==> src/ssac_map.svh <==
// register indices, field positions and reset values of the ramp converter control
`ifndef SSAC_MAP_SVH
`define SSAC_MAP_SVH

// ----------------------------------------------------------------------------
// register indices (byte address is four times the index)
// ----------------------------------------------------------------------------
`define SSAC_IDX_MISC 8'h0B
`define SSAC_IDX_CAP_HI 8'h14
`define SSAC_IDX_CAP_LO 8'h15
`define SSAC_IDX_ACR 8'h1D
`define SSAC_IDX_STAT 8'h1E
`define SSAC_IDX_CHAN_A 8'h1F
`define SSAC_IDX_CHAN_B 8'h20

// ----------------------------------------------------------------------------
// analog_control fields
// ----------------------------------------------------------------------------
`define SSAC_ACR_CHG 7
`define SSAC_ACR_MODE_HI 6
`define SSAC_ACR_MODE_LO 5
`define SSAC_ACR_CAPTURE_SOURCE_SELECT 4
`define SSAC_ACR_COMPARATOR_IRQ_ENABLE 3
`define SSAC_ACR_COMPARATOR_POWER 2
`define SSAC_ACR_CURRENT_SOURCE_POWER 1

// ----------------------------------------------------------------------------
// status, channel and misc fields
// ----------------------------------------------------------------------------
`define SSAC_STAT_FLAG 7
`define SSAC_STAT_CLR 6
`define SSAC_CHB_SUPPLY 1
`define SSAC_CHB_BIAS 0
`define SSAC_MISC_CAPTURE_BUS_SELECT 2

// ----------------------------------------------------------------------------
// reset values and widths
// ----------------------------------------------------------------------------
`define SSAC_RST_BYTE 8'h00
`define SSAC_RST_WORD 16'h0000
`define SSAC_CHANNELS 8
`define SSAC_SYNC_STAGES 2

`endif

==> src/ssac_pkg.sv <==
// types shared by the ramp converter control modules
package ssac_pkg;

	// ------------------------------------------------------------------------
	// conversion modes
	// ------------------------------------------------------------------------
	typedef enum logic [1:0] {
		SSAC_MODE_MANUAL = 2'b00,
		SSAC_MODE_AUTO_DIS = 2'b01,
		SSAC_MODE_OVF_CAP = 2'b10,
		SSAC_MODE_CMP_CAP = 2'b11
	} ssac_mode_t;

	typedef logic [7:0] ssac_byte_t;

endpackage : ssac_pkg

==> src/ssac_ctl_if.sv <==
// carrier between the control core, the synchroniser and the routing stage
`timescale 1ns/1ns
interface ssac_ctl_if;
	logic [7:0] chan_sw;
	logic supply_sel;
	logic bias_sel;
	logic capture_source_select;
	logic capture_bus_select;
	logic flag;
	logic comp_s;
	logic scl_s;
	logic ext_s;

	modport ctl (
		output chan_sw, supply_sel, bias_sel, capture_source_select, capture_bus_select, flag,
		input comp_s, scl_s, ext_s
	);
	modport sync (
		output comp_s, scl_s, ext_s
	);
	modport route (
		input chan_sw, supply_sel, bias_sel, capture_source_select, capture_bus_select, flag, scl_s, ext_s
	);
endinterface : ssac_ctl_if

==> src/ssac_top.sv <==
// single-slope converter control core with its wishbone register file
//
// Chosen here: the Wishbone register port.
`timescale 1ns/1ns
`include "ssac_map.svh"
// What this block does
// - each set channel switch bit connects its line; several may be set
// - with all switches open, reference select bits connect supply or bias
// - analog control register at its fixed index, cleared by reset
// - comparator and current source power bits off while clear and after reset
// - charge bit forced clear when current source power is clear; reset clears
// - powered: charge one sources current, zero sinks; read shows the state
// - two mode bits pick four modes, inert unpowered, reset gives manual
// - unpowered current source: ramp pin neither sources nor sinks
// - manual mode: charge bit changes only by software write
// - mode one: hardware clears charge bit when comparator flag becomes set
// - mode two: sinking until next timer overflow, then hardware sets charge
// - mode three: sinking until next timer compare, then hardware sets charge
// - modes two and three: sourcing until next capture, then clear charge
// - capture source select picks comparator flag or external capture pin
// - capture source select forced set while high mode bit set; reset clears
// - comparator triggered capture latches the timer count into capture buffer
// - capture bus select bit wins, feeding the bus clock to capture
// - comparator flag sets and sticks when positive input exceeds negative
// - writing one to flag clear clears the flag; it reads zero
// - interrupt request while flag set and interrupt enable set
// - clearing current source power at once stops source and discharge
module ssac_top #(
	parameter int CHANNELS = `SSAC_CHANNELS
) (
	input wire logic clk_i,
	input wire logic rst_i,
	input wire logic wb_cyc_i,
	input wire logic wb_stb_i,
	input wire logic wb_we_i,
	input wire logic [31:0] wb_adr_i,
	input wire logic [3:0] wb_sel_i,
	input wire logic [31:0] wb_dat_i,
	output logic [31:0] wb_dat_o,
	output logic wb_ack_o,
	input wire logic comp_out_i,
	input wire logic scl_i,
	input wire logic external_capture_pin_i,
	input wire logic timer_overflow_flag_i,
	input wire logic timer_compare_flag_i,
	input wire logic timer_capture_flag_i,
	input wire logic [15:0] timer_count_i,
	output logic comparator_power_o,
	output logic current_source_power_o,
	output logic ramp_pin_source_o,
	output logic ramp_pin_sink_o,
	output logic [CHANNELS-1:0] chan_en_o,
	output logic supply_en_o,
	output logic bias_en_o,
	output logic timer_capture_o,
	output logic irq_o
);
	import ssac_pkg::*;

	// ------------------------------------------------------------------------
	// state
	// ------------------------------------------------------------------------
	ssac_mode_t mode_q, mode_d;
	logic chg_q, chg_d;
	logic current_source_power_q, current_source_power_d;
	logic comparator_power_q, comparator_irq_enable_q;
	logic capture_source_select_q, capture_source_select_d;
	logic flag_q, flag_d;
	logic capture_bus_select_q;
	logic supply_q, bias_q;
	ssac_byte_t chan_sw_q;
	logic [15:0] cap_q;
	logic ack_q;
	logic [31:0] dat_q;
	logic src_q, sink_q, irq_q;
	logic req, wr, wr_acr, flag_clr, flag_set, flag_rise;
	logic [7:0] idx;

	ssac_ctl_if bus ();

	// ------------------------------------------------------------------------
	// bus decode
	// ------------------------------------------------------------------------
	assign idx = wb_adr_i[9:2];
	assign req = wb_cyc_i & wb_stb_i & ~ack_q;
	assign wr = req & wb_we_i & wb_sel_i[0];
	assign wr_acr = wr & (idx == `SSAC_IDX_ACR);
	assign flag_clr = wr & (idx == `SSAC_IDX_STAT) & wb_dat_i[`SSAC_STAT_CLR];
	assign flag_set = comparator_power_q & bus.comp_s;
	assign flag_rise = flag_set & ~flag_q;

	// read mux, unmapped indices read zero
	function automatic ssac_byte_t rd_byte(input logic [7:0] i);
		ssac_byte_t b;
		b = `SSAC_RST_BYTE;
		if (i == `SSAC_IDX_ACR) begin
			b[`SSAC_ACR_CHG] = chg_q;
			b[`SSAC_ACR_MODE_HI] = mode_q[1];
			b[`SSAC_ACR_MODE_LO] = mode_q[0];
			b[`SSAC_ACR_CAPTURE_SOURCE_SELECT] = capture_source_select_q;
			b[`SSAC_ACR_COMPARATOR_IRQ_ENABLE] = comparator_irq_enable_q;
			b[`SSAC_ACR_COMPARATOR_POWER] = comparator_power_q;
			b[`SSAC_ACR_CURRENT_SOURCE_POWER] = current_source_power_q;
		end else if (i == `SSAC_IDX_STAT) begin
			b[`SSAC_STAT_FLAG] = flag_q;
		end else if (i == `SSAC_IDX_CHAN_A) begin
			b = chan_sw_q;
		end else if (i == `SSAC_IDX_CHAN_B) begin
			b[`SSAC_CHB_SUPPLY] = supply_q;
			b[`SSAC_CHB_BIAS] = bias_q;
		end else if (i == `SSAC_IDX_MISC) begin
			b[`SSAC_MISC_CAPTURE_BUS_SELECT] = capture_bus_select_q;
		end else if (i == `SSAC_IDX_CAP_HI) begin
			b = cap_q[15:8];
		end else if (i == `SSAC_IDX_CAP_LO) begin
			b = cap_q[7:0];
		end
		return b;
	endfunction : rd_byte

	// one wait cycle, ack for any address
	always_ff @(posedge clk_i) begin
		if (rst_i) begin
			ack_q <= 1'b0;
			dat_q <= 32'h0000_0000;
		end else begin
			ack_q <= req;
			if (req & ~wb_we_i) begin
				dat_q <= {24'h000000, rd_byte(idx)};
			end
		end
	end

	// ------------------------------------------------------------------------
	// analog control next values
	// ------------------------------------------------------------------------
	always_comb begin
		current_source_power_d = wr_acr ? wb_dat_i[`SSAC_ACR_CURRENT_SOURCE_POWER] : current_source_power_q;
		mode_d = wr_acr ? ssac_mode_t'(wb_dat_i[`SSAC_ACR_MODE_HI:`SSAC_ACR_MODE_LO]) : mode_q;
		capture_source_select_d = (wr_acr ? wb_dat_i[`SSAC_ACR_CAPTURE_SOURCE_SELECT] : capture_source_select_q) | mode_d[1];
	end

	// charge bit per conversion mode, mode bits inert unpowered
	always_comb begin
		chg_d = chg_q;
		case (mode_q)
			SSAC_MODE_MANUAL: begin
				if (wr_acr) begin
					chg_d = wb_dat_i[`SSAC_ACR_CHG];
				end
			end
			SSAC_MODE_AUTO_DIS: begin
				if (wr_acr) begin
					chg_d = wb_dat_i[`SSAC_ACR_CHG];
				end
				if (flag_rise) begin
					chg_d = 1'b0;
				end
			end
			SSAC_MODE_OVF_CAP: begin
				if (!chg_q && timer_overflow_flag_i) begin
					chg_d = 1'b1;
				end else if (chg_q && timer_capture_flag_i) begin
					chg_d = 1'b0;
				end
			end
			SSAC_MODE_CMP_CAP: begin
				if (!chg_q && timer_compare_flag_i) begin
					chg_d = 1'b1;
				end else if (chg_q && timer_capture_flag_i) begin
					chg_d = 1'b0;
				end
			end
			default: chg_d = chg_q;
		endcase
		if (!current_source_power_d) begin
			chg_d = 1'b0;
		end
	end

	// analog control register, all clear at reset
	always_ff @(posedge clk_i) begin
		if (rst_i) begin
			current_source_power_q <= 1'b0;
			comparator_power_q <= 1'b0;
			comparator_irq_enable_q <= 1'b0;
			mode_q <= SSAC_MODE_MANUAL;
			capture_source_select_q <= 1'b0;
			chg_q <= 1'b0;
		end else begin
			current_source_power_q <= current_source_power_d;
			mode_q <= mode_d;
			capture_source_select_q <= capture_source_select_d;
			chg_q <= chg_d;
			if (wr_acr) begin
				comparator_power_q <= wb_dat_i[`SSAC_ACR_COMPARATOR_POWER];
				comparator_irq_enable_q <= wb_dat_i[`SSAC_ACR_COMPARATOR_IRQ_ENABLE];
			end
		end
	end

	// ------------------------------------------------------------------------
	// channel, misc and flag registers
	// ------------------------------------------------------------------------
	always_ff @(posedge clk_i) begin
		if (rst_i) begin
			chan_sw_q <= `SSAC_RST_BYTE;
			supply_q <= 1'b0;
			bias_q <= 1'b0;
			capture_bus_select_q <= 1'b0;
		end else begin
			if (wr && idx == `SSAC_IDX_CHAN_A) begin
				chan_sw_q <= wb_dat_i[7:0];
			end
			if (wr && idx == `SSAC_IDX_CHAN_B) begin
				supply_q <= wb_dat_i[`SSAC_CHB_SUPPLY];
				bias_q <= wb_dat_i[`SSAC_CHB_BIAS];
			end
			if (wr && idx == `SSAC_IDX_MISC) begin
				capture_bus_select_q <= wb_dat_i[`SSAC_MISC_CAPTURE_BUS_SELECT];
			end
		end
	end

	// sticky flag, a set in the clear cycle wins
	always_ff @(posedge clk_i) begin
		if (rst_i) begin
			flag_q <= 1'b0;
		end else if (flag_set) begin
			flag_q <= 1'b1;
		end else if (flag_clr) begin
			flag_q <= 1'b0;
		end
	end
	assign flag_d = flag_set | (flag_q & ~flag_clr);

	// capture buffer loads on a comparator triggered capture
	always_ff @(posedge clk_i) begin
		if (rst_i) begin
			cap_q <= `SSAC_RST_WORD;
		end else if (flag_rise && capture_source_select_q && !capture_bus_select_q) begin
			cap_q <= timer_count_i;
		end
	end

	// ------------------------------------------------------------------------
	// ramp pin drive and interrupt, registered outputs
	// ------------------------------------------------------------------------
	always_ff @(posedge clk_i) begin
		if (rst_i) begin
			src_q <= 1'b0;
			sink_q <= 1'b0;
			irq_q <= 1'b0;
		end else begin
			src_q <= current_source_power_d & chg_d;
			sink_q <= current_source_power_d & ~chg_d;
			irq_q <= comparator_irq_enable_q & flag_d;
		end
	end

	assign wb_ack_o = ack_q;
	assign wb_dat_o = dat_q;
	assign comparator_power_o = comparator_power_q;
	assign current_source_power_o = current_source_power_q;
	assign ramp_pin_source_o = src_q;
	assign ramp_pin_sink_o = sink_q;
	assign irq_o = irq_q;

	// ------------------------------------------------------------------------
	// carrier and submodules
	// ------------------------------------------------------------------------
	assign bus.chan_sw = chan_sw_q;
	assign bus.supply_sel = supply_q;
	assign bus.bias_sel = bias_q;
	assign bus.capture_source_select = capture_source_select_q;
	assign bus.capture_bus_select = capture_bus_select_q;
	assign bus.flag = flag_q;

	ssac_sync u_sync (
		.clk_i(clk_i),
		.rst_i(rst_i),
		.comp_raw_i(comp_out_i),
		.scl_raw_i(scl_i),
		.ext_raw_i(external_capture_pin_i),
		.bus(bus.sync)
	);

	ssac_route #(.CHANNELS(CHANNELS)) u_route (
		.clk_i(clk_i),
		.rst_i(rst_i),
		.bus(bus.route),
		.chan_en_o(chan_en_o),
		.supply_en_o(supply_en_o),
		.bias_en_o(bias_en_o),
		.capture_o(timer_capture_o)
	);

	// ------------------------------------------------------------------------
	// checks
	// ------------------------------------------------------------------------
	chk_unpowered_quiet: assert property (@(posedge clk_i) disable iff (rst_i)
		!current_source_power_q |-> !ramp_pin_source_o && !ramp_pin_sink_o && !chg_q)
		else $error("ramp pin driven while current source off");

	chk_drive_tracks: assert property (@(posedge clk_i) disable iff (rst_i)
		current_source_power_q |-> ramp_pin_source_o == chg_q && ramp_pin_sink_o == !chg_q)
		else $error("ramp drive does not match charge bit");

	chk_mode1_end: assert property (@(posedge clk_i) disable iff (rst_i)
		current_source_power_q && mode_q == SSAC_MODE_AUTO_DIS && flag_rise |=> !chg_q)
		else $error("charge not ended by comparator flag");

	chk_ovf_start: assert property (@(posedge clk_i) disable iff (rst_i)
		current_source_power_q && !wr_acr && mode_q == SSAC_MODE_OVF_CAP && !chg_q && timer_overflow_flag_i
		|=> chg_q && ramp_pin_source_o)
		else $error("overflow did not start charge");

	chk_cmp_start: assert property (@(posedge clk_i) disable iff (rst_i)
		current_source_power_q && !wr_acr && mode_q == SSAC_MODE_CMP_CAP && !chg_q && timer_compare_flag_i
		|=> chg_q)
		else $error("compare did not start charge");

	chk_cap_end: assert property (@(posedge clk_i) disable iff (rst_i)
		current_source_power_q && !wr_acr && mode_q[1] && chg_q && timer_capture_flag_i |=> !chg_q)
		else $error("capture did not end charge");

	chk_capture_source_select_forced: assert property (@(posedge clk_i) disable iff (rst_i)
		mode_q[1] |-> capture_source_select_q)
		else $error("capture source select not forced");

	chk_flag_sticky: assert property (@(posedge clk_i) disable iff (rst_i)
		flag_q && !flag_clr |=> flag_q)
		else $error("comparator flag dropped without clear");

	chk_flag_clear: assert property (@(posedge clk_i) disable iff (rst_i)
		flag_clr && !flag_set |=> !flag_q && !irq_o)
		else $error("flag clear had no effect");

	chk_irq_level: assert property (@(posedge clk_i) disable iff (rst_i)
		irq_o |-> $past(comparator_irq_enable_q) && $past(flag_d))
		else $error("interrupt without enabled flag");

	chk_ack_single: assert property (@(posedge clk_i) disable iff (rst_i)
		wb_ack_o |=> !wb_ack_o)
		else $error("ack held longer than one cycle");

endmodule : ssac_top

==> src/ssac_sync.sv <==
// two-flop synchronisers for the asynchronous inputs
`timescale 1ns/1ns
`include "ssac_map.svh"
module ssac_sync (
	input wire logic clk_i,
	input wire logic rst_i,
	input wire logic comp_raw_i,
	input wire logic scl_raw_i,
	input wire logic ext_raw_i,
	ssac_ctl_if.sync bus
);
	import ssac_pkg::*;

	logic [2:0] meta_q;
	logic [2:0] sync_q;

	// ------------------------------------------------------------------------
	// first stage feeds only the second
	// ------------------------------------------------------------------------
	always_ff @(posedge clk_i) begin
		if (rst_i) begin
			meta_q <= 3'h0;
			sync_q <= 3'h0;
		end else begin
			meta_q <= {ext_raw_i, scl_raw_i, comp_raw_i};
			sync_q <= meta_q;
		end
	end

	assign bus.comp_s = sync_q[0];
	assign bus.scl_s = sync_q[1];
	assign bus.ext_s = sync_q[2];

	chk_comp_two_flop: assert property (@(posedge clk_i) disable iff (rst_i)
		$past(rst_i) == 1'b0 && $past(rst_i, 2) == 1'b0 |-> sync_q[0] == $past(comp_raw_i, 2))
		else $error("comparator sync is not two stages");

endmodule : ssac_sync

==> src/ssac_route.sv <==
// registered channel bus switches and timer capture source selection
`timescale 1ns/1ns
`include "ssac_map.svh"
module ssac_route #(
	parameter int CHANNELS = `SSAC_CHANNELS
) (
	input wire logic clk_i,
	input wire logic rst_i,
	ssac_ctl_if.route bus,
	output logic [CHANNELS-1:0] chan_en_o,
	output logic supply_en_o,
	output logic bias_en_o,
	output logic capture_o
);
	import ssac_pkg::*;

	logic none_sel;

	assign none_sel = (bus.chan_sw == 8'h00);

	// ------------------------------------------------------------------------
	// per channel switch, any number closed at once
	// ------------------------------------------------------------------------
	for (genvar g = 0; g < CHANNELS; g++) begin : g_chan
		always_ff @(posedge clk_i) begin
			if (rst_i) begin
				chan_en_o[g] <= 1'b0;
			end else begin
				chan_en_o[g] <= bus.chan_sw[g];
			end
		end
	end

	// references only when every channel switch is open
	always_ff @(posedge clk_i) begin
		if (rst_i) begin
			supply_en_o <= 1'b0;
			bias_en_o <= 1'b0;
		end else begin
			supply_en_o <= none_sel & bus.supply_sel;
			bias_en_o <= none_sel & bus.bias_sel;
		end
	end

	// capture source: bus clock first, then comparator flag, else pin
	always_ff @(posedge clk_i) begin
		if (rst_i) begin
			capture_o <= 1'b0;
		end else if (bus.capture_bus_select) begin
			capture_o <= bus.scl_s;
		end else if (bus.capture_source_select) begin
			capture_o <= bus.flag;
		end else begin
			capture_o <= bus.ext_s;
		end
	end

	chk_bus_clk_prio: assert property (@(posedge clk_i) disable iff (rst_i)
		bus.capture_bus_select |=> capture_o == $past(bus.scl_s))
		else $error("bus clock does not win capture source");

	chk_ref_open: assert property (@(posedge clk_i) disable iff (rst_i)
		bus.chan_sw != 8'h00 |=> !supply_en_o && !bias_en_o)
		else $error("reference closed with a channel selected");

endmodule : ssac_route

==> config.mk <==
export PLATFORM = sky130hd
export DESIGN_NAME = ssac_top
export DESIGN_NICKNAME = d
export VERILOG_FILES = /design/src/ssac_pkg.sv /design/src/ssac_ctl_if.sv /design/src/ssac_top.sv /design/src/ssac_sync.sv /design/src/ssac_route.sv
export VERILOG_INCLUDE_DIRS = /design/src
export SDC_FILE = /design/constraint.sdc
export NUM_CORES = 1
export LEC_CHECK = 0
export BUFFER_PORTS_ARGS = -buffer_cell sky130_fd_sc_hd__buf_4
export CAP_MARGIN = 20
export CORE_MARGIN = 2
export CORE_UTILIZATION = 48
export CTS_CLUSTER_SIZE = 14
export DETAILED_ROUTE_END_ITERATION = 8
export PLACE_DENSITY = 0.84
export SLEW_MARGIN = 30
export SYNTH_ARGS = -nofsm -noshare
export SYNTH_HDL_FRONTEND = slang
export SYNTH_HIERARCHICAL = 1
export SYNTH_SLANG_ARGS = --single-unit
==> constraint.sdc <==
create_clock -name clk_i -period 5.69 [get_ports clk_i]
set_clock_uncertainty 0.1 [all_clocks]
set_input_delay 0.569 -clock clk_i [delete_from_list [all_inputs] [get_ports clk_i]]
set_output_delay 0.569 -clock clk_i [all_outputs]
set_load 0.01 [all_outputs]
==> run metrics <==
Antenna Nets Post-Route=0; Bufs on Longest Clock Path=2; asr flop ratio synth=0%; Fillers=477; Die Area=6370 um2; sequential share of power=49.7%; Max-cap violations=0; period utilisation layout=43.3%; CTS tree=done; chip height=79.8 um; r2r startpoint=wb_ack_o$_SDFF_PP0_; sequential element share of the synthesized area=45.7%; Worst-Margin Slew=0.704 ns; synth unique cells=39; GRT busiest layer=met2; DP HPWL=4720 um; switching part of the total=22.4%; routability cong.=0.922; GR Util met2=33.2%; M3 GR Usage=4.75%; Num CTS Buffers=9; hold path start=external_capture_pin_i; core box area=5540 um2; Tightest Hold Check Type=input pin to flip-flop; vias in the first global route=2214; Max Slew Vio Count=0; Vias=2385; Comb power frac=7.2%; I/O pins=144; crit path launch type=input pin; DR pass1 iterations=4; Clock power frac=43.1%; GR Overflow Total=0; cts repair resizes=0; Die Wd=79.8 um; reg2reg setup slack=3.44 ns; GRT Resource Usage Total=21.5%; fmax=406 MHz; crit path DAT=2.61 ns; most common cell after layout, fill and taps aside=buf_4; Internal Power=0.000697 W; switching power total=0.000201 W; antenna violations before repair=0; final instance area=3420 um2; hold depth=2; reg2reg path depth=5; # hold bufs at CTS=0; pin count of the biggest net entering global routing=62; Clock Sinks=63; DRT iter0 DRCs=207; r2r endpoint=ramp_pin_sink_o$_SDFF_PP0_; fin crit period=2.46 ns; CP Class=input pin to flip-flop; Post-route DRC=0; Starting Density=49.8%; mean post-synth cell area=8.88 um2; Clk Tree Root Cell=clkbuf_8; Critical Path RT=5.84 ns; placed cell area=3220 um2; leakage power=1.34 nW; RSZ-0062 raised after global routing=false; outcome=finished, final reports clean; Post-synth EDFFs=0; Post-CTS Repair Setup Buffers=0; Final Hold Vio Count=0; Routed WL per cell=14.5 um; Clock Pin Slew Worst Setup and Hold Paths=0.07 ns; Crit Path Max Fanout=15; cell area after synthesis=2760 um2; hold endpoint=u_sync/meta_q[2]$_SDFF_PP0_; yosys warns=6; Rows=27; Area growth syn-to-layout=23.9%; first-pass GRT wire length=10400 um; port bufs=68; slowest cell on the critical path=nor4_4; final setup fails=0; clk_lat worst skew=0.34 ns; CP max stage delay=0.55 ns; GRT met1 Usage=27.7%; final WL=6580 um; crit-path cells=buf_4, or4b_4, nor4_4, mux2_4, a22o_4, nor3_1; share of cells above drive strength 1=23.9%; Final TNS setup=0 ns; diode count=0; maximum VDD drop=0.137 mV; commonest register cell after synthesis=dfxtp_1; vias per cell=5.26; Layout Nets=472; CP Capture Type=flip-flop; most frequent cells in the layout=buf_4 (68), dfxtp_1 (63), nand2_1 (39); Synth Register Bits=63; Max-slew headroom=52.7%; htree depth=3; power per cell area=263 nW/um2; post-synthesis instance total=311
routing by layer:
| metal | part of all wire, % | routed length [um] |
|---|---|---|
| met5 | 0 | 0 |
| met4 | 3.0 | 197 |
| met3 | 8.1 | 535 |
| met2 | 47 | 3100 |
| met1 | 42 | 2750 |
power by group through the flow:
stage | Combinational [W] | Sequential (W) | Clock (W)
after floorplan | 0.0000402 | 0.000457 | 0
after global placement | 0.0000628 | 0.000456 | 0
after detailed placement | 0.0000637 | 0.000456 | 0
after CTS | 0.0000641 | 0.000446 | 0.000393
after global routing | 0.0000707 | 0.000446 | 0.000414
final | 0.0000648 | 0.000446 | 0.000387
state kept, by name (all words and copies together) (netlist names):
| name | flops |
|---|---|
| wb_ack_o | 1 |
| current_source_power_o | 1 |
| ramp_pin_sink_o | 1 |
| u_route/supply_en_o | 1 |
| chg_q | 1 |
| bus.supply_sel | 1 |
| u_sync/meta_q | 3 |
| bias_q | 1 |
| cap_q | 16 |
| comparator_irq_enable_q | 1 |
| u_route/capture_o | 1 |
| u_route/chan_en_o | 8 |
| bus.chan_sw | 8 |
| bus.capture_source_select | 1 |
| bus.flag | 1 |
| u_sync/sync_q | 3 |
| comparator_power_o | 1 |
| bus.capture_bus_select | 1 |
| u_route/bias_en_o | 1 |
| irq_o | 1 |
| wb_dat_o | 8 |
| mode_q | 2 |
per-stage QoR:
stage               utilization (%)  total power (W)  cells  hold slack, ns  setup WS (ns)
finish                         61.7         0.000898    453           0.342           3.23
CTS                            61.7         0.000903    453           0.335           3.24
global placement               58.2         0.000519    438           0.319           2.94
detailed placement             58.2         0.000520    438           0.335           2.90
global route                   61.7         0.000930    453           0.340           3.18
floorplan                         -         0.000497    334           0.314           3.24
worst max-delay path, delay by kind of cell:
| kind | cells | cell delay (ns) |
|---|---|---|
| AND/OR/NAND/NOR | 3 | 1.25 |
| multiplexers | 1 | 0.36 |
| AO/OA/AOI/OAI | 1 | 0.22 |
| buffers and inverters | 1 | 0.21 |
final cells by class:
| type | instances | area (um2) | area share (%) |
|---|---|---|---|
| Clock buffer | 12 | 155 | 4.54 |
| Clock inverter | 3 | 42.5 | 1.24 |
| Inverter | 2 | 7.51 | 0.220 |
| Multi-Input combinational cell | 233 | 1350 | 39.6 |
| Sequential cell | 63 | 1260 | 36.9 |
| Tap cell | 72 | 90.1 | 2.63 |
| Timing Repair Buffer | 68 | 510 | 14.9 |
kinds of logic (layout without fill, tap and decap cells):
logic type / after synthesis / after routing / synth area share, %
other: 1 / 24 / 0.136
buffers and inverters: 38 / 85 / 8.43
muxes: 25 / 25 / 9.25
and+or+nand+nor: 133 / 133 / 24.8
DFF: 63 / 63 / 45.7
AOI/OAI and AO/OA: 51 / 51 / 11.7
worst max-delay path by stage:
stage	from	endpoint	slack, ns
3_3_place_gp	wb_adr_i[2]	chg_q$_SDFF_PP0_	2.94
5_1_grt	wb_adr_i[2]	chg_q$_SDFF_PP0_	3.18
6_report	wb_adr_i[2]	ramp_pin_sink_o$_SDFF_PP0_	3.23
3_5_place_dp	wb_adr_i[2]	ramp_pin_sink_o$_SDFF_PP0_	2.90
4_1_cts	wb_adr_i[2]	ramp_pin_sink_o$_SDFF_PP0_	3.24
2_1_floorplan	wb_adr_i[3]	chg_q$_SDFF_PP0_	3.24
synthesized netlist by cell type (2+ instances only):
master	instances	area, um2
a211oi_1	8	60.1
a22oi_1	2	15.0
nand3b_1	2	15.0
a221oi_1	2	17.5
o31ai_1	3	22.5
o22ai_1	4	25.0
mux2i_1	24	240
nor2b_1	19	119
nand3_1	3	15.0
o21ai_0	2	10.0
buf_4	24	180
dfxtp_1	63	1260
inv_1	2	7.51
and2_1	5	31.3
nand4_1	2	12.5
nand4b_1	2	17.5
or4_1	2	15.0
nand2_1	39	146
nor2_1	38	143
a21oi_1	27	135
clkbuf_1	11	41.3
nor3_1	5	25.0
nor4_1	4	25.0
nor3b_1	2	15.0
or2_2	2	12.5
Power figures use the tool's default switching activity.
